`config.mk`:
```
export PLATFORM = sky130hd
export DESIGN_NAME = live_insertion_power_sequencer
export DESIGN_NICKNAME = d
export VERILOG_FILES = /design/src/logic/sync_two_flop.v /design/src/logic/level_qualifier.v /design/src/logic/live_insertion_power_sequencer.v
export VERILOG_INCLUDE_DIRS = /design/src /design/src/logic
export SDC_FILE = /design/constraint.sdc
export NUM_CORES = 1
export LEC_CHECK = 0
export BUFFER_PORTS_ARGS = -buffer_cell sky130_fd_sc_hd__buf_4
export CAP_MARGIN = 20
export CORE_MARGIN = 1.5
export CORE_UTILIZATION = 60
export CTS_CLUSTER_DIAMETER = 60
export DETAILED_ROUTE_END_ITERATION = 8
export PLACE_DENSITY_LB_ADDON = 0.12
export SYNTH_ARGS = -nofsm -noshare
export SYNTH_HDL_FRONTEND = slang
export SYNTH_SLANG_ARGS = --single-unit
```
`constraint.sdc`:
```
create_clock -name CLK -period 10.8 [get_ports CLK]
set_clock_uncertainty 0.15 [all_clocks]
set_input_delay 0.54 -clock CLK [delete_from_list [all_inputs] [get_ports CLK]]
set_output_delay 0.54 -clock CLK [all_outputs]
set_load 0.005 [all_outputs]
```
`src/logic/power_seq_regs.vh`:
```
/*
 Constants for the live-insertion power sequencer: clock rate, fixed
 qualification times, register offsets, reset values and status fields.
 Assumes inclusion by bare name from the sequencer design files.
*/
`ifndef POWER_SEQ_REGS_VH
`define POWER_SEQ_REGS_VH

// Clock rate
`define CLK_MHZ 20

// Fixed times in ns
`define T_EN_RESET_NS 10000
`define T_BRK_RESET_NS 120000
`define T_SLOW_NS 18000
`define T_FAST_NS 500

// Least times round up to whole cycles
`define CYC_CEIL(ns) (((ns) * `CLK_MHZ + 999) / 1000)
`define EN_RESET_CYC `CYC_CEIL(`T_EN_RESET_NS)
`define BRK_RESET_CYC `CYC_CEIL(`T_BRK_RESET_NS)
`define SLOW_CYC `CYC_CEIL(`T_SLOW_NS)
`define FAST_CYC `CYC_CEIL(`T_FAST_NS)

// Register word offsets (byte addresses)
`define REG_TIMER 12'h000
`define REG_TIMEOUT 12'h004
`define REG_FILTER 12'h008
`define REG_STATUS 12'h00c

// Register reset values and default discharge cycles
`define RST_TIMER 24'h002710
`define RST_TIMEOUT 24'h030d40
`define RST_FILTER 24'h000064
`define RST_DISCHARGE 24'h000014

// Status fields
`define ST_STATE_LSB 0
`define ST_STATE_MSB 5
`define ST_BREAKER 6
`define ST_PG_TIMING 7
`define ST_FILTER_EN 8
`define ST_EN_RESET 9
`define ST_LOCKOUT 10

`endif

```
`src/logic/sync_two_flop.v`:
```
/*
 Two-flop synchroniser for a bundle of independent level inputs.
 Assumes each bit is a slow level; no word coherence is implied.
*/
`timescale 1ns/1ps
module sync_two_flop #(
	parameter WIDTH = 1
) (
	input wire clk,
	input wire rst,
	input wire [WIDTH-1:0] din,
	output reg [WIDTH-1:0] dout
);
	reg [WIDTH-1:0] meta;

	always @(posedge clk or posedge rst) begin
		if (rst) begin
			meta <= {WIDTH{1'b0}};
			dout <= {WIDTH{1'b0}};
		end else begin
			meta <= din;
			dout <= meta;
		end
	end
endmodule

```
`src/logic/level_qualifier.v`:
```
/*
 Counts consecutive cycles that a level stays high; flags once the count
 reaches the limit. Assumes a synchronous level and a limit of one or more.
*/
`timescale 1ns/1ps
module level_qualifier #(
	parameter CNT_W = 24
) (
	input wire clk,
	input wire rst,
	input wire level,
	input wire [CNT_W-1:0] limit,
	output wire done
);
	reg [CNT_W-1:0] cnt;

	// Saturates so a long-held level keeps the flag
	always @(posedge clk or posedge rst) begin
		if (rst) begin
			cnt <= {CNT_W{1'b0}};
		end else if (!level) begin
			cnt <= {CNT_W{1'b0}};
		end else if (cnt < limit) begin
			cnt <= cnt + 1'b1;
		end
	end

	assign done = level && (cnt >= limit);
endmodule

```
`src/logic/live_insertion_power_sequencer.v`:
```
/*
 Live-insertion power sequencer: lockout, enable reset, two timing
 cycles, soft-start, overcurrent breaker, power good timeout and filter,
 with an AHB-Lite register slave. Assumes comparator outputs arrive as
 asynchronous digital levels and one 20 MHz clock.
*/
// The AHB-Lite register port and the address map were left to the implementer.
// How it works
// - Enable low over 10 us resets all but breaker; gentle gate pulldown.
// - Breaker latch clears only after enable low continuously for 120 us.
// - Under lockout gate off; timer, timeout and filter nodes discharged.
// - First cycle starts with supply released, enable high and gate low.
// - First cycle ramps timer to threshold, then discharges it.
// - Second cycle starts only if fault line reads high; else stays off.
// - Second cycle start arms fast detector and enables soft-start control.
// - Soft-start raises or lowers gate as sense crosses its limit.
// - Second-cycle timer threshold ends soft-start, arms slow, enables pg.
// - After soft-start, gate pulled fully up by constant current source.
// - Power good enable releases timeout discharge and starts timeout timer.
// - Timeout expiry samples supply-ok, resets timer, enables glitch filter.
// - Supply-ok low at timeout trips the breaker latch.
// - Filter charges while supply-ok low; over threshold trips breaker.
// - Slow detector trips after sense above slow, below fast, over 18 us.
// - Fast detector trips after sense above fast for 500 ns or longer.
// - Trip clamps gate, latches fault low, resets pg, discharges nodes.
// - Enable high before 120 us keeps breaker latched, blocks new cycle.
// - Breaker reset releases fault pulldown so enable can recharge.
`timescale 1ns/1ps
`include "power_seq_regs.vh"
module live_insertion_power_sequencer #(
	parameter CNT_W = 24,
	parameter [CNT_W-1:0] DISCHARGE_CYCLES = `RST_DISCHARGE
) (
	// Clock and reset
	input wire CLK,
	input wire RST,
	// AHB-Lite slave
	input wire HSEL,
	input wire [31:0] HADDR,
	input wire [1:0] HTRANS,
	input wire HWRITE,
	input wire [2:0] HSIZE,
	input wire [31:0] HWDATA,
	input wire HREADY,
	output reg [31:0] HRDATA,
	output wire HREADYOUT,
	output wire HRESP,
	// Comparator and pin levels
	input wire SUPPLY_ABOVE_LOCKOUT,
	input wire EN_ABOVE_HIGH,
	input wire EN_BELOW_LOW,
	input wire GATE_BELOW_MIN,
	input wire FAULT_ABOVE_REF,
	input wire SENSE_ABOVE_SLOW,
	input wire SENSE_ABOVE_FAST,
	input wire SUPPLY_OK_INPUT,
	input wire FILTER_NODE_GROUNDED,
	// Gate drive
	output reg GATE_PULLUP,
	output reg GATE_PULLDOWN_SERVO,
	output reg GATE_PULLDOWN_GENTLE,
	output reg GATE_CLAMP,
	// Fault pin, open drain
	output wire FAULT_OUT,
	output reg FAULT_OE,
	// Node discharge switches
	output reg TIMER_DISCHARGE_SWITCH,
	output reg TIMEOUT_DISCHARGE_SWITCH,
	output reg FILTER_DISCHARGE_SWITCH
);
	localparam [5:0] S_IDLE = 6'h01;
	localparam [5:0] S_RAMP1 = 6'h02;
	localparam [5:0] S_DIS1 = 6'h04;
	localparam [5:0] S_CHECK = 6'h08;
	localparam [5:0] S_SOFT = 6'h10;
	localparam [5:0] S_ON = 6'h20;

	localparam integer EN_RESET_LIM = `EN_RESET_CYC;
	localparam integer BRK_RESET_LIM = `BRK_RESET_CYC;
	localparam integer SLOW_LIM = `SLOW_CYC;
	// Qualifier flags one cycle past its limit; 500 ns must already trip
	localparam integer FAST_LIM = `FAST_CYC - 1;

	wire [8:0] pins_sync;
	wire supply_ok;
	wire en_high;
	wire en_low;
	wire gate_low;
	wire fault_high;
	wire sense_slow;
	wire sense_fast;
	wire rails_ok;
	wire filter_grounded;

	reg [5:0] state;
	reg [CNT_W-1:0] tmr_cnt;
	reg [CNT_W-1:0] to_cnt;
	reg breaker_latch;
	reg pg_timing;
	reg filter_en;
	reg en_reset;
	reg [CNT_W-1:0] timer_cycles;
	reg [CNT_W-1:0] timeout_cycles;
	reg [CNT_W-1:0] filter_cycles;

	wire en_reset_done;
	wire brk_reset_done;
	wire slow_done;
	wire fast_done;
	wire filter_done;
	wire fast_trip;
	wire slow_trip;
	wire timeout_trip;
	wire filter_trip;
	wire trip;
	wire timeout_expired;

	// Every comparator crosses from the analog side
	sync_two_flop #(.WIDTH(9)) u_sync (
		.clk(CLK), .rst(RST), .dout(pins_sync),
		.din({SUPPLY_ABOVE_LOCKOUT, EN_ABOVE_HIGH, EN_BELOW_LOW,
			GATE_BELOW_MIN, FAULT_ABOVE_REF, SENSE_ABOVE_SLOW,
			SENSE_ABOVE_FAST, SUPPLY_OK_INPUT, FILTER_NODE_GROUNDED})
	);

	assign supply_ok = pins_sync[8];
	assign en_high = pins_sync[7];
	assign en_low = pins_sync[6];
	assign gate_low = pins_sync[5];
	assign fault_high = pins_sync[4];
	assign sense_slow = pins_sync[3];
	assign sense_fast = pins_sync[2];
	assign rails_ok = pins_sync[1];
	assign filter_grounded = pins_sync[0];

	level_qualifier #(.CNT_W(CNT_W)) u_en_reset (
		.clk(CLK), .rst(RST), .level(en_low),
		.limit(EN_RESET_LIM[CNT_W-1:0]), .done(en_reset_done)
	);

	level_qualifier #(.CNT_W(CNT_W)) u_brk_reset (
		.clk(CLK), .rst(RST), .level(en_low),
		.limit(BRK_RESET_LIM[CNT_W-1:0]), .done(brk_reset_done)
	);

	// Slow path only while below the fast threshold
	level_qualifier #(.CNT_W(CNT_W)) u_slow (
		.clk(CLK), .rst(RST), .level(sense_slow && !sense_fast),
		.limit(SLOW_LIM[CNT_W-1:0]), .done(slow_done)
	);

	level_qualifier #(.CNT_W(CNT_W)) u_fast (
		.clk(CLK), .rst(RST), .level(sense_fast),
		.limit(FAST_LIM[CNT_W-1:0]), .done(fast_done)
	);

	// A grounded filter node never charges
	level_qualifier #(.CNT_W(CNT_W)) u_filter (
		.clk(CLK), .rst(RST),
		.level(filter_en && !rails_ok && !filter_grounded),
		.limit(filter_cycles), .done(filter_done)
	);

	assign fast_trip = (state == S_SOFT || state == S_ON) && fast_done;
	assign slow_trip = (state == S_ON) && slow_done;
	assign timeout_expired = pg_timing && (to_cnt >= timeout_cycles);
	assign timeout_trip = timeout_expired && !rails_ok;
	assign filter_trip = filter_en && filter_done;
	assign trip = supply_ok &&
		(fast_trip || slow_trip || timeout_trip || filter_trip);

	// Breaker: a trip in the clearing cycle wins over the clear
	always @(posedge CLK or posedge RST) begin
		if (RST) begin
			breaker_latch <= 1'b0;
		end else if (trip) begin
			breaker_latch <= 1'b1;
		end else if (brk_reset_done) begin
			breaker_latch <= 1'b0;
		end
	end

	always @(posedge CLK or posedge RST) begin
		if (RST) begin
			state <= S_IDLE;
			tmr_cnt <= {CNT_W{1'b0}};
			to_cnt <= {CNT_W{1'b0}};
			pg_timing <= 1'b0;
			filter_en <= 1'b0;
			en_reset <= 1'b0;
		end else if (!supply_ok || trip || en_reset_done) begin
			// Lockout, trip and enable reset all drop sequencing
			state <= S_IDLE;
			tmr_cnt <= {CNT_W{1'b0}};
			to_cnt <= {CNT_W{1'b0}};
			pg_timing <= 1'b0;
			filter_en <= 1'b0;
			en_reset <= supply_ok && !trip;
		end else begin
			case (state)
			S_IDLE: begin
				// Latched breaker blocks restart
				if (en_high && gate_low && !breaker_latch) begin
					state <= S_RAMP1;
					tmr_cnt <= {CNT_W{1'b0}};
					en_reset <= 1'b0;
				end
			end
			S_RAMP1: begin
				if (tmr_cnt >= timer_cycles) begin
					state <= S_DIS1;
					tmr_cnt <= {CNT_W{1'b0}};
				end else begin
					tmr_cnt <= tmr_cnt + 1'b1;
				end
			end
			S_DIS1: begin
				if (tmr_cnt >= DISCHARGE_CYCLES) begin
					state <= S_CHECK;
					tmr_cnt <= {CNT_W{1'b0}};
				end else begin
					tmr_cnt <= tmr_cnt + 1'b1;
				end
			end
			S_CHECK: begin
				// Held-low fault line keeps the switch off
				if (fault_high) begin
					state <= S_SOFT;
				end
			end
			S_SOFT: begin
				if (tmr_cnt >= timer_cycles) begin
					state <= S_ON;
					tmr_cnt <= {CNT_W{1'b0}};
					pg_timing <= 1'b1;
					to_cnt <= {CNT_W{1'b0}};
				end else begin
					tmr_cnt <= tmr_cnt + 1'b1;
				end
			end
			S_ON: begin
				if (timeout_expired) begin
					// Low sample already tripped above
					pg_timing <= 1'b0;
					to_cnt <= {CNT_W{1'b0}};
					filter_en <= 1'b1;
				end else if (pg_timing) begin
					to_cnt <= to_cnt + 1'b1;
				end
			end
			default: begin
				state <= S_IDLE;
			end
			endcase
		end
	end

	// Pin drive, registered one cycle behind the sequencer state
	always @(posedge CLK or posedge RST) begin
		if (RST) begin
			GATE_PULLUP <= 1'b0;
			GATE_PULLDOWN_SERVO <= 1'b0;
			GATE_PULLDOWN_GENTLE <= 1'b1;
			GATE_CLAMP <= 1'b0;
			FAULT_OE <= 1'b0;
			TIMER_DISCHARGE_SWITCH <= 1'b1;
			TIMEOUT_DISCHARGE_SWITCH <= 1'b1;
			FILTER_DISCHARGE_SWITCH <= 1'b1;
		end else begin
			GATE_CLAMP <= breaker_latch;
			FAULT_OE <= breaker_latch;
			GATE_PULLDOWN_GENTLE <= !supply_ok || en_reset;
			GATE_PULLUP <= !breaker_latch && supply_ok &&
				((state == S_SOFT && !sense_slow) ||
				state == S_ON);
			GATE_PULLDOWN_SERVO <= !breaker_latch && supply_ok &&
				state == S_SOFT && sense_slow;
			TIMER_DISCHARGE_SWITCH <= !supply_ok ||
				!(state == S_RAMP1 || state == S_SOFT);
			TIMEOUT_DISCHARGE_SWITCH <= !supply_ok || !pg_timing;
			FILTER_DISCHARGE_SWITCH <= !supply_ok ||
				!(filter_en && !rails_ok);
		end
	end

	// Open drain fault pin only ever pulls low
	assign FAULT_OUT = 1'b0;

	// AHB-Lite slave: zero wait states, always OKAY
	reg wr_pend;
	reg [11:0] wr_addr;
	wire take;
	wire in_map;
	wire [11:0] rd_addr;
	reg [31:0] rd_val;
	reg [31:0] status_word;

	assign HREADYOUT = 1'b1;
	assign HRESP = 1'b0;
	assign take = HSEL && HTRANS[1] && HREADY;
	assign in_map = (HADDR[31:12] == 20'h00000);
	assign rd_addr = HADDR[11:0];

	always @* begin
		status_word = 32'h00000000;
		status_word[`ST_STATE_MSB:`ST_STATE_LSB] = state;
		status_word[`ST_BREAKER] = breaker_latch;
		status_word[`ST_PG_TIMING] = pg_timing;
		status_word[`ST_FILTER_EN] = filter_en;
		status_word[`ST_EN_RESET] = en_reset;
		status_word[`ST_LOCKOUT] = !supply_ok;
	end

	// Forward a pending write so back-to-back read sees it
	always @* begin
		rd_val = 32'h00000000;
		if (in_map) begin
			case (rd_addr)
			`REG_TIMER: rd_val[CNT_W-1:0] = timer_cycles;
			`REG_TIMEOUT: rd_val[CNT_W-1:0] = timeout_cycles;
			`REG_FILTER: rd_val[CNT_W-1:0] = filter_cycles;
			`REG_STATUS: rd_val = status_word;
			default: rd_val = 32'h00000000;
			endcase
			if (wr_pend && wr_addr == rd_addr &&
				(rd_addr == `REG_TIMER || rd_addr == `REG_TIMEOUT ||
				rd_addr == `REG_FILTER)) begin
				rd_val = {{(32-CNT_W){1'b0}}, HWDATA[CNT_W-1:0]};
			end
		end
	end

	always @(posedge CLK or posedge RST) begin
		if (RST) begin
			wr_pend <= 1'b0;
			wr_addr <= 12'h000;
			HRDATA <= 32'h00000000;
		end else begin
			wr_pend <= take && HWRITE && in_map;
			if (take) begin
				wr_addr <= rd_addr;
			end
			if (take && !HWRITE) begin
				HRDATA <= rd_val;
			end
		end
	end

	// Software programs the capacitor-set delays
	always @(posedge CLK or posedge RST) begin
		if (RST) begin
			timer_cycles <= `RST_TIMER;
			timeout_cycles <= `RST_TIMEOUT;
			filter_cycles <= `RST_FILTER;
		end else if (wr_pend) begin
			case (wr_addr)
			`REG_TIMER: timer_cycles <= HWDATA[CNT_W-1:0];
			`REG_TIMEOUT: timeout_cycles <= HWDATA[CNT_W-1:0];
			`REG_FILTER: filter_cycles <= HWDATA[CNT_W-1:0];
			default: timer_cycles <= timer_cycles;
			endcase
		end
	end
endmodule

```
**Word-level counts from Yosys, hierarchy flattened**

Index checks and enable logic that the tools add are counted.
W data, S select, Z words.

- Reduce and logical (&&, ||, !) cells: 74
- $add $sub $neg: 7
- Mux-type cells: 42
- Eq/ne operators: 25
- Magnitude comparators: 13

Operator list:

| operator | number |
|---|---|
| $mux W24 | 20 |
| $add A24 B1 Y24 const B | 7 |
| $pmux W24 S4 | 1 |
| $ge A24 B24 Y1 | 3 |
| $pmux W24 S3 | 1 |
| $pmux W24 S2 | 1 |
| $eq A12 B4 Y1 const B | 3 |
| $mux W6 | 6 |
| $pmux W6 S6 | 1 |
| $logic_and A1 B1 Y1 | 29 |
| $eq A12 B3 Y1 const B | 2 |
| $ge A24 B12 Y1 const B | 1 |
| $ge A24 B4 Y1 const B | 1 |
| $ge A24 B5 Y1 const B | 1 |
| $ge A24 B8 Y1 const B | 1 |
| $ge A24 B9 Y1 const B | 1 |
| $logic_not A12 Y1 | 2 |
| $lt A24 B12 Y1 const B | 1 |
| $lt A24 B24 Y1 | 1 |
| $lt A24 B4 Y1 const B | 1 |
| $lt A24 B8 Y1 const B | 1 |
| $lt A24 B9 Y1 const B | 1 |
| $logic_not A20 Y1 | 1 |
| $logic_or A1 B1 Y1 | 14 |
| other kinds (23) | 60 |

- Register bits after elaboration: 320
- Logic and storage cells: 188
- Input port bits: 83
- Output and inout bits: 43

**Logic depth before layout (Yosys ltp)**

Gate-level depths: netlist of the first run.

- Depth in word-level cells: 12
- Depth in mapped cells: 12

**Hierarchy**

Synthesis of the first run repeated with hierarchy kept, for this count alone.

- Cells, all modules: 2207
- Area, all modules: 20078.0 µm²

By module, submodules not included:

| module | instances | cells an instance | area each (µm²) |
|---|---|---|---|
| live_insertion_power_sequencer | 1 | 1018 | 9939.5 |
| level_qualifier | 5 | 234 | 1936.9 |
| sync_two_flop | 1 | 19 | 454.2 |

**Least setup slack after synthesis of the first run**

Ideal clock, no wire load.

- Path type: register -> register
- From: register timeout_cycles[17]
- To: register tmr_cnt[21]
- Data arrival time: 2.709 ns
- Path buffers: 1
- Stages on the path, launching flop included: 12
- Library setup time: 0.076 ns
- Clock period less this slack: 2.936 ns
- Slack: 7.864 ns
- Path through: dfstp_2 inv_1 ha_1 and4_1 nor4b_2 a221oi_1 o221ai_1 and2_1 nor4_4 buf_2 a21oi_1 o21ai_1

- Cells in the longest elaborated chain, start to end: 10

RTL lines:

| element | line | text |
|---|---|---|
| from (decl) | live_insertion_power_sequencer.v:103 | `reg [CNT_W-1:0] timeout_cycles;` |
| from (signal assigned) | live_insertion_power_sequencer.v:353 | `` timeout_cycles <= `RST_TIMEOUT; `` |
| from (signal assigned) | live_insertion_power_sequencer.v:358 | `` `REG_TIMEOUT: timeout_cycles <= HWDATA[CNT_W-1:0]; `` |
| $ge A24 B24 Y1 * | live_insertion_power_sequencer.v:166 | `assign timeout_expired = pg_timing && (to_cnt >= timeout_cycles);` |
| $logic_and A1 B1 Y1 * | live_insertion_power_sequencer.v:166 |  |
| $logic_and A1 B1 Y1 * | live_insertion_power_sequencer.v:167 | `assign timeout_trip = timeout_expired && !rails_ok;` |
| $logic_or A1 B1 Y1 * (2 in a row) | live_insertion_power_sequencer.v:170 | `(fast_trip \|\| slow_trip \|\| timeout_trip \|\| filter_trip);` |
| $logic_and A1 B1 Y1 * | live_insertion_power_sequencer.v:169 | `assign trip = supply_ok &&` |
| $logic_or A1 B1 Y1 * (2 in a row) | live_insertion_power_sequencer.v:191 | `end else if (!supply_ok \|\| trip \|\| en_reset_done) begin` |
| $ne A3 B3 Y1 (no source line) or $reduce_bool A4 Y1 (tied branches) | - |  |
| $reduce_and A2 Y1 (no source line) | - |  |
| to (signal assigned) | live_insertion_power_sequencer.v:186 | `tmr_cnt <= {CNT_W{1'b0}};` |
| to (signal assigned) | live_insertion_power_sequencer.v:194 | `tmr_cnt <= {CNT_W{1'b0}};` |
| to (signal assigned) | live_insertion_power_sequencer.v:205 | `tmr_cnt <= {CNT_W{1'b0}};` |
| to (decl) | live_insertion_power_sequencer.v:96 | `reg [CNT_W-1:0] tmr_cnt;` |

Mark *: on every way between the ends. The rest lies on a longest branch, timed or not.
A chain may end at the register's enable or synchronous reset.

**Worst setup path in the final report of the first run**

- From: register timer_cycles[9]
- To: register tmr_cnt[22]

- Cells in the longest elaborated chain, start to end: 4

RTL lines:

| element | line | text |
|---|---|---|
| from (decl) | live_insertion_power_sequencer.v:102 | `reg [CNT_W-1:0] timer_cycles;` |
| from (signal assigned) | live_insertion_power_sequencer.v:352 | `` timer_cycles <= `RST_TIMER; `` |
| from (signal assigned) | live_insertion_power_sequencer.v:357 | `` `REG_TIMER: timer_cycles <= HWDATA[CNT_W-1:0]; `` |
| from (signal assigned) | live_insertion_power_sequencer.v:360 | `default: timer_cycles <= timer_cycles;` |
| $ge A24 B24 Y1 | live_insertion_power_sequencer.v:210, live_insertion_power_sequencer.v:232 |  |
| $mux W24 | live_insertion_power_sequencer.v:210, live_insertion_power_sequencer.v:232 |  |
| $pmux W24 S3 | live_insertion_power_sequencer.v:200 | `case (state)` |
| $mux W24 | live_insertion_power_sequencer.v:191 |  |
| to (signal assigned) | live_insertion_power_sequencer.v:194 |  |
| to (signal assigned) | live_insertion_power_sequencer.v:212 | `tmr_cnt <= {CNT_W{1'b0}};` |
| to (signal assigned) | live_insertion_power_sequencer.v:234 | `tmr_cnt <= {CNT_W{1'b0}};` |

No other way between the ends.

==> out/qor.txt, run 1 <==
=================================================================================
Router iterations before antenna repair                                         5
Worst Slack Setup Final                                                  6.795 ns
Top cell types by occurrence after synthesis                         293 x sky130_fd_sc_hd__dfrtp_1, 137 x sky130_fd_sc_hd__nand2_1, 113 x sky130_fd_sc_hd__nor2_1
Primary FF master, synth                                             sky130_fd_sc_hd__dfrtp_1
CTS Sinks                                                                     312
Period minus WS final                                                    4.005 ns
Post-route core utilization                                                69.99%
Upper clock frequency limit                                             249.7 MHz
RR Startpoint                                                        timer_cycles[9]
I/O Buffers                                                                   102
Number of synthesized flops with an enable pin                                  0
Die Area                                                               27610 um^2
Global route total overflow                                                     0
Arrival time of the worst setup path                                      4.28 ns
Clock Root Buffer                                                    sky130_fd_sc_hd__clkbuf_16
Number of storage elements in the synthesis netlist                           312
Static leakage                                                           8.619 nW
Endpoint required time on the critical path                              11.08 ns
Diodes inserted                                                                 0
Type of element launching the critical path                              register
Worst Tran Pin Value                                                     1.114 ns
Critical path start-end classification                                 reg -> reg
PwrDens                                                              150.2 nW/um^2
Area growth from synthesis to final layout                                 14.17%
Setup violation total in the final timing report                                0
Multi-input gate area                                                   7433 um^2
Largest net degree at the start of global routing                             177
Status                                                               complete, no violations
Number of max-capacitance violations reported                                   0
Fraction of synthesis flops using an asynchronous set or reset pin         100.0%
Post-cts repair resize count                                                    0
Total routing usage reported by global routing                             27.58%
Most used standard cell by instance count after synthesis            sky130_fd_sc_hd__dfrtp_1
DPL Wire Length                                                          25870 um
Xor-xnor portion of the synthesized cell area                              3.015%
Number of different library cells in the post-synthesis netlist                71
Maximum vdd drop                                                         148.2 uV
Post-detailed-routing wire length                                        37180 um
Number of global-route vias before repair                                   11937
Largest family of logic cells by synthesized area                    simple AND/OR/NAND/NOR gates
Per-cell routed wire length                                              18.20 um
Number of fillers in the final layout                                        1978
Worst min-delay path class                                            in -> async
Final critical-path share of the clock period                              37.08%
Worst slack at placement                                                 6.938 ns
Slowest library cell on the worst path                               sky130_fd_sc_hd__a2111oi_0
Clock slew seen by the registers of the worst setup and hold paths        0.06 ns
Multiplexer fraction of the synthesized cell area                          7.253%
Met1 GRT Util                                                              36.41%
Combined area of all synthesized cells                                 15980 um^2
Part of the Yosys area used for sequential elements                        49.02%
Normalized max-slew margin                                                 25.15%
Setup crit start                                                     timer_cycles[9]
Starting DRC count in detailed routing                                        754
Synth warnings                                                                  0
Number of H-tree levels                                                         2
Final hold viol count                                                           0
Mean Syn Cell Area                                                     10.02 um^2
Compound-gate portion of the synthesized area                              10.01%
CTS buffer count                                                               34
TritonCTS clock tree                                                         done
Starting density of the core                                               61.31%
Chain of cells forming the critical path                             inv_1 > ha_1 > a21oi_1 > o21ai_0 > a2111oi_0 > o21a_1 > a21bo_2 > nand4_1 > or3_1 > o21ai_1
Adder and majority cell fraction of the synthesized area                   6.657%
Number of vias after detailed routing                                       12046
Met2 Resource Use GR                                                       45.07%
Crit path capture type                                                   register
Number of antenna-violating nets in the routed design                           0
Number of cells produced by synthesis                                        1595
Largest incremental delay on the critical path                            0.75 ns
Drt via density                                                             5.896
Nets@finish                                                                  1852
Final weighted congestion in routability-driven placement                  0.9131
Share of cells above drive strength 1                                      16.39%
Cell type with the largest total area after synthesis                sky130_fd_sc_hd__dfrtp_1
Core region area                                                       26060 um^2
# rows                                                                         59
Maximum fanout count along the critical path                                   23
M3 GR Usage                                                                4.361%
Setup repair after global routing missed its margin                            no
Remaining routing DRC violations                                                0
Pins over their slew limit                                                      0
Number of primary I/O pins                                                    126
Die Ht                                                                   166.2 um
Gr busiest metal                                                             met2
Maximum root-to-sink buffer count                                               3
Area share of and/or/nand/nor cells after synthesis                        19.26%
Dominant cells by area after synthesis                               sky130_fd_sc_hd__dfrtp_1 46%, sky130_fd_sc_hd__ha_1 6.7%, sky130_fd_sc_hd__mux2_2 4.5%, sky130_fd_sc_hd__a21oi_1 3.3%, sky130_fd_sc_hd__nand2_1 3.2%
Setup total negative slack                                                   0 ns
Initial antenna violation count                                                 0
Yosys top cell area share                                                  45.90%
Area taken by flip-flops and latches                                    7831 um^2
Horiz. Die Dim                                                           166.2 um
Clock network latency to the later pin of the worst-skew pair             0.52 ns
Wire length of the first global-routing pass                             61260 um
=================================================================================
per-layer routing:
layer	share of wire, %	up-vias
met5	0	-
met4	4.2	0
met3	4.7	74
met2	48	318
met1	43	5921
li1	-	5733
worst max-delay path, delay by kind of cell (launching register included):
kind / cells / cell delay, ns
adders and majority gates: 1 / 0.29
AOI/OAI and AO/OA: 6 / 1.54
DFF: 1 / 0.53
and+or+nand+nor: 2 / 1.36
buffers and inverters: 1 / 0.06
worst paths after layout:
path	cells after the start	slack, ns	end
max	10	6.79	tmr_cnt[22]
min	2	0.02	u_sync.meta[2]
max reg2reg	10	6.79	tmr_cnt[22]
min reg2reg	0	0.20	u_sync.dout[5]
max in group asynchronous	3	8.98	timer_cycles[7]
min in group CLK	3	0.12	timer_cycles[3]
timing repair:
item                                   CTS  global route
endpoints found under the hold margin    9             0
hold buffers                             9             0
buffers inserted                         0             0
where the power goes:
part           internal, W  total, W  leakage, nW  switching [W]
logic             0.000101  0.000252         3.98       0.000151
clock network     0.000789   0.00125        0.606       0.000461
registers          0.00120   0.00124         4.03      0.0000355
total              0.00209   0.00274         8.62       0.000648
registers in the layout, summed over array words and instances, names as in the netlist, 12 cells and up:
signal,flops
timeout_cycles,24
u_brk_reset.cnt,24
wr_addr,12
u_slow.cnt,24
HRDATA,24
u_filter.cnt,24
timer_cycles,24
tmr_cnt,24
u_fast.cnt,24
filter_cycles,24
to_cnt,24
u_en_reset.cnt,24
placed cells by master, fill, tap and decap left out, types with 36 or more instances in the layout:
| cell | count |
|---|---|
| sky130_fd_sc_hd__and2_1 | 74 |
| sky130_fd_sc_hd__nand3_1 | 46 |
| sky130_fd_sc_hd__dfrtp_1 | 293 |
| sky130_fd_sc_hd__ha_1 | 85 |
| sky130_fd_sc_hd__nand4_1 | 36 |
| sky130_fd_sc_hd__mux2_2 | 64 |
| sky130_fd_sc_hd__a21oi_1 | 106 |
| sky130_fd_sc_hd__clkbuf_16 | 37 |
| sky130_fd_sc_hd__nand2_1 | 137 |
| sky130_fd_sc_hd__buf_4 | 107 |
| sky130_fd_sc_hd__inv_1 | 109 |
| sky130_fd_sc_hd__nor2_1 | 113 |
| sky130_fd_sc_hd__o21ai_0 | 99 |
stage by stage:
stage	area, um^2	std cells	power, W	hold WS, ns
3_3_place_gp	16930	1974	0.001498	0.1817
2_1_floorplan	16010	1604	0.001425	0.1812
4_1_cts	18240	2043	0.002762	0.1050
5_1_grt	18240	2043	0.002843	0.1275
3_5_place_dp	16930	1974	0.001505	0.1847
6_report	18240	2043	0.002740	0.02005
final cells by class:
cell class / count / share of cell area, %
flip-flops and latches: 312 / 42.94
multi-input cells: 1109 / 40.76
clock buffers: 49 / 5.708
repair buffers: 117 / 5.008
inverters: 110 / 2.305
well taps: 335 / 2.298
clock inverters: 11 / 0.9879
logic make-up after synthesis:
family | Yosys count
xor gates and xnor gates | 55
AOI/OAI and AO/OA | 278
DFF | 312
buffers and inverters | 183
adders and majority gates | 85
other | 2
and+or+nand+nor | 586
muxes | 94
Power figures use the tool's default switching activity.
==> inputs of run 2 (changes only) <==
- CORE_UTILIZATION: 60 -> 55
- clock period: 10.8 -> 3.5 ns (I/O delays scaled with it)
==> run 2 against run 1 <==
Compared with the run above: clock-buffer cell count grew 2; register-to-register slack lost 6.5 ns; power grew to 3.1 times the previous value; die area grew 8.9%; sequential cell count is the same; critical path depth shrank 1; via count grew 1.4%; maximum frequency grew 24%; sequential power grew to 3.1 times the previous value; global-route usage shrank 1.7 points; cell count grew 5.8%.
==> out/qor.txt, run 2 (synthesized netlist as in run 1, its figures left out) <==
=================================================================================
Area growth from synthesis to final layout                                 18.32%
Initial antenna violation count                                                 0
Drt via density                                                             5.653
Starting DRC count in detailed routing                                        717
Chain of cells forming the critical path                             ha_1 > o2111ai_1 > a31oi_1 > o2111ai_1 > a221oi_4 > nand2_2 > and4_4 > or4b_1 > a21oi_1
Total routing usage reported by global routing                             25.89%
Worst min-delay path class                                              in -> reg
Final hold viol count                                                           0
Starting density of the core                                               55.81%
Die Area                                                               30080 um^2
Post-route total power                                                 0.008542 W
Global route total overflow                                                     0
CTS buffer count                                                               37
Normalized max-slew margin                                                 36.55%
Number of primary I/O pins                                                    126
I/O Buffers                                                                   102
Maximum vdd drop                                                         371.1 uV
Die Ht                                                                   173.4 um
DPL Wire Length                                                          26450 um
PwrDens                                                              451.9 nW/um^2
Upper clock frequency limit                                             308.8 MHz
CTS Sinks                                                                     312
Worst Slack Setup Final                                                 0.2612 ns
Wire length of the first global-routing pass                             62820 um
Status                                                               complete, no violations
Horiz. Die Dim                                                           173.4 um
Number of antenna-violating nets in the routed design                           0
Endpoint required time on the critical path                               3.79 ns
Worst slack at placement                                                0.1950 ns
Clock network latency to the later pin of the worst-skew pair             0.53 ns
Remaining routing DRC violations                                                0
Critical path start-end classification                                 reg -> reg
Static leakage                                                           8.899 nW
Clock slew seen by the registers of the worst setup and hold paths        0.06 ns
Number of vias after detailed routing                                       12216
Setup violation total in the final timing report                                0
Worst Tran Pin Value                                                    0.9518 ns
Cell class contributing the biggest share of worst-path delay        compound AO/OA/AOI/OAI gates
Commonest non-fill, non-tap cell in the layout                       sky130_fd_sc_hd__dfrtp_1
Crit path capture type                                                   register
# rows                                                                         62
Router iterations before antenna repair                                         6
Number of H-tree levels                                                         2
Largest incremental delay on the critical path                            0.54 ns
Final critical-path share of the clock period                              92.54%
Most used cells in the layout excluding fill and tap cells           293 x sky130_fd_sc_hd__dfrtp_1, 137 x sky130_fd_sc_hd__nand2_1, 130 x sky130_fd_sc_hd__buf_4
Setup repair after global routing missed its margin                            no
Arrival time of the worst setup path                                      3.53 ns
Number of max-capacitance violations reported                                   0
Final weighted congestion in routability-driven placement                  0.8730
Share of cells above drive strength 1                                      17.45%
Post-detailed-routing wire length                                        37630 um
Maximum root-to-sink buffer count                                               3
Maximum fanout count along the critical path                                   38
Per-cell routed wire length                                              17.41 um
Buffers inserted by post-CTS timing repair                                      0
Critical path buffer and inverter count                                         0
Number of global-route vias before repair                                   12312
Clock Root Buffer                                                    sky130_fd_sc_hd__clkbuf_16
Nets@finish                                                                  1917
Setup total negative slack                                                   0 ns
Diodes inserted                                                                 0
Slowest library cell on the worst path                               sky130_fd_sc_hd__or4b_1
Most frequent cell on the critical path                              sky130_fd_sc_hd__o2111ai_1
Core region area                                                       28630 um^2
Period minus WS final                                                    3.239 ns
Type of element launching the critical path                              register
TritonCTS clock tree                                                         done
Pins over their slew limit                                                      0
Largest net degree at the start of global routing                             123
=================================================================================
==> run 2: path summary, 6_finish.rpt <==
check	startpoint	to	slack, ns	cells past startpoint
worst max-delay path	tmr_cnt[18]	to_cnt[17]	0.26	9
worst min-delay path	HTRANS[1]	wr_addr[6]	0.11	4
worst max register to register	tmr_cnt[18]	to_cnt[17]	0.26	9
worst min register to register	u_sync.meta[0]	u_sync.dout[0]	0.20	0
max in group asynchronous	RST	wr_addr[4]	2.12	4
min in group asynchronous	RST	tmr_cnt[16]	0.24	4
==> run 2: layer usage <==
layer / share of wire (%) / wire length (um) / up-vias / GRT usage [%]
met5: 0 / 0 / - / 0
met4: 4.1 / 1554 / 0 / 10.72
met3: 4.3 / 1632 / 96 / 3.969
met2: 48 / 17900 / 319 / 42.97
met1: 44 / 16540 / 5938 / 34.10
li1: - / - / 5863 / -
==> run 2: timing repair <==
action / in CTS / in global routing
resized for setup: 0 / 1
endpoints found under the setup margin: 0 / 5
hold endpoints to repair: 410 / 0
hold buffers: 47 / 0
==> run 2: final cells by class <==
class / count / area, um^2
inverters: 110 / 416.7
fillers: 2293 / 9723
clock inverters: 16 / 170.2
flip-flops and latches: 312 / 7831
clock buffers: 51 / 1081
repair buffers: 179 / 1486
multi-input cells: 1109 / 7436
well taps: 384 / 480.5
==> run 2: metrics by stage <==
step                instances  utilization, %  hold WS (ns)  cell area, um^2
finish                   2161           66.03        0.1116            18900
global route             2161           66.03        0.1187            18900
CTS                      2161           66.01       0.08272            18900
detailed placement       2047           60.00        0.1355            17170
global placement         2047           60.00        0.1349            17170
floorplan                1604               -       0.05643            16010
==> run 2: worst reg2reg max path, cell delays in order, from the launching register on <==
cell                        delay (ns)
sky130_fd_sc_hd__dfrtp_1          0.48
sky130_fd_sc_hd__ha_1             0.37
sky130_fd_sc_hd__o2111ai_1        0.11
sky130_fd_sc_hd__a31oi_1          0.19
sky130_fd_sc_hd__o2111ai_1        0.29
sky130_fd_sc_hd__a221oi_4         0.42
sky130_fd_sc_hd__nand2_2          0.12
sky130_fd_sc_hd__and4_4           0.33
sky130_fd_sc_hd__or4b_1           0.56
sky130_fd_sc_hd__a21oi_1          0.15
==> run 2: power breakdown <==
part | total (W) | internal [W] | switching (W)
clock | 0.00388 | 0.00239 | 0.00149
combinational | 0.000843 | 0.000359 | 0.000484
sequential | 0.00382 | 0.00371 | 0.000103
total | 0.00854 | 0.00646 | 0.00208
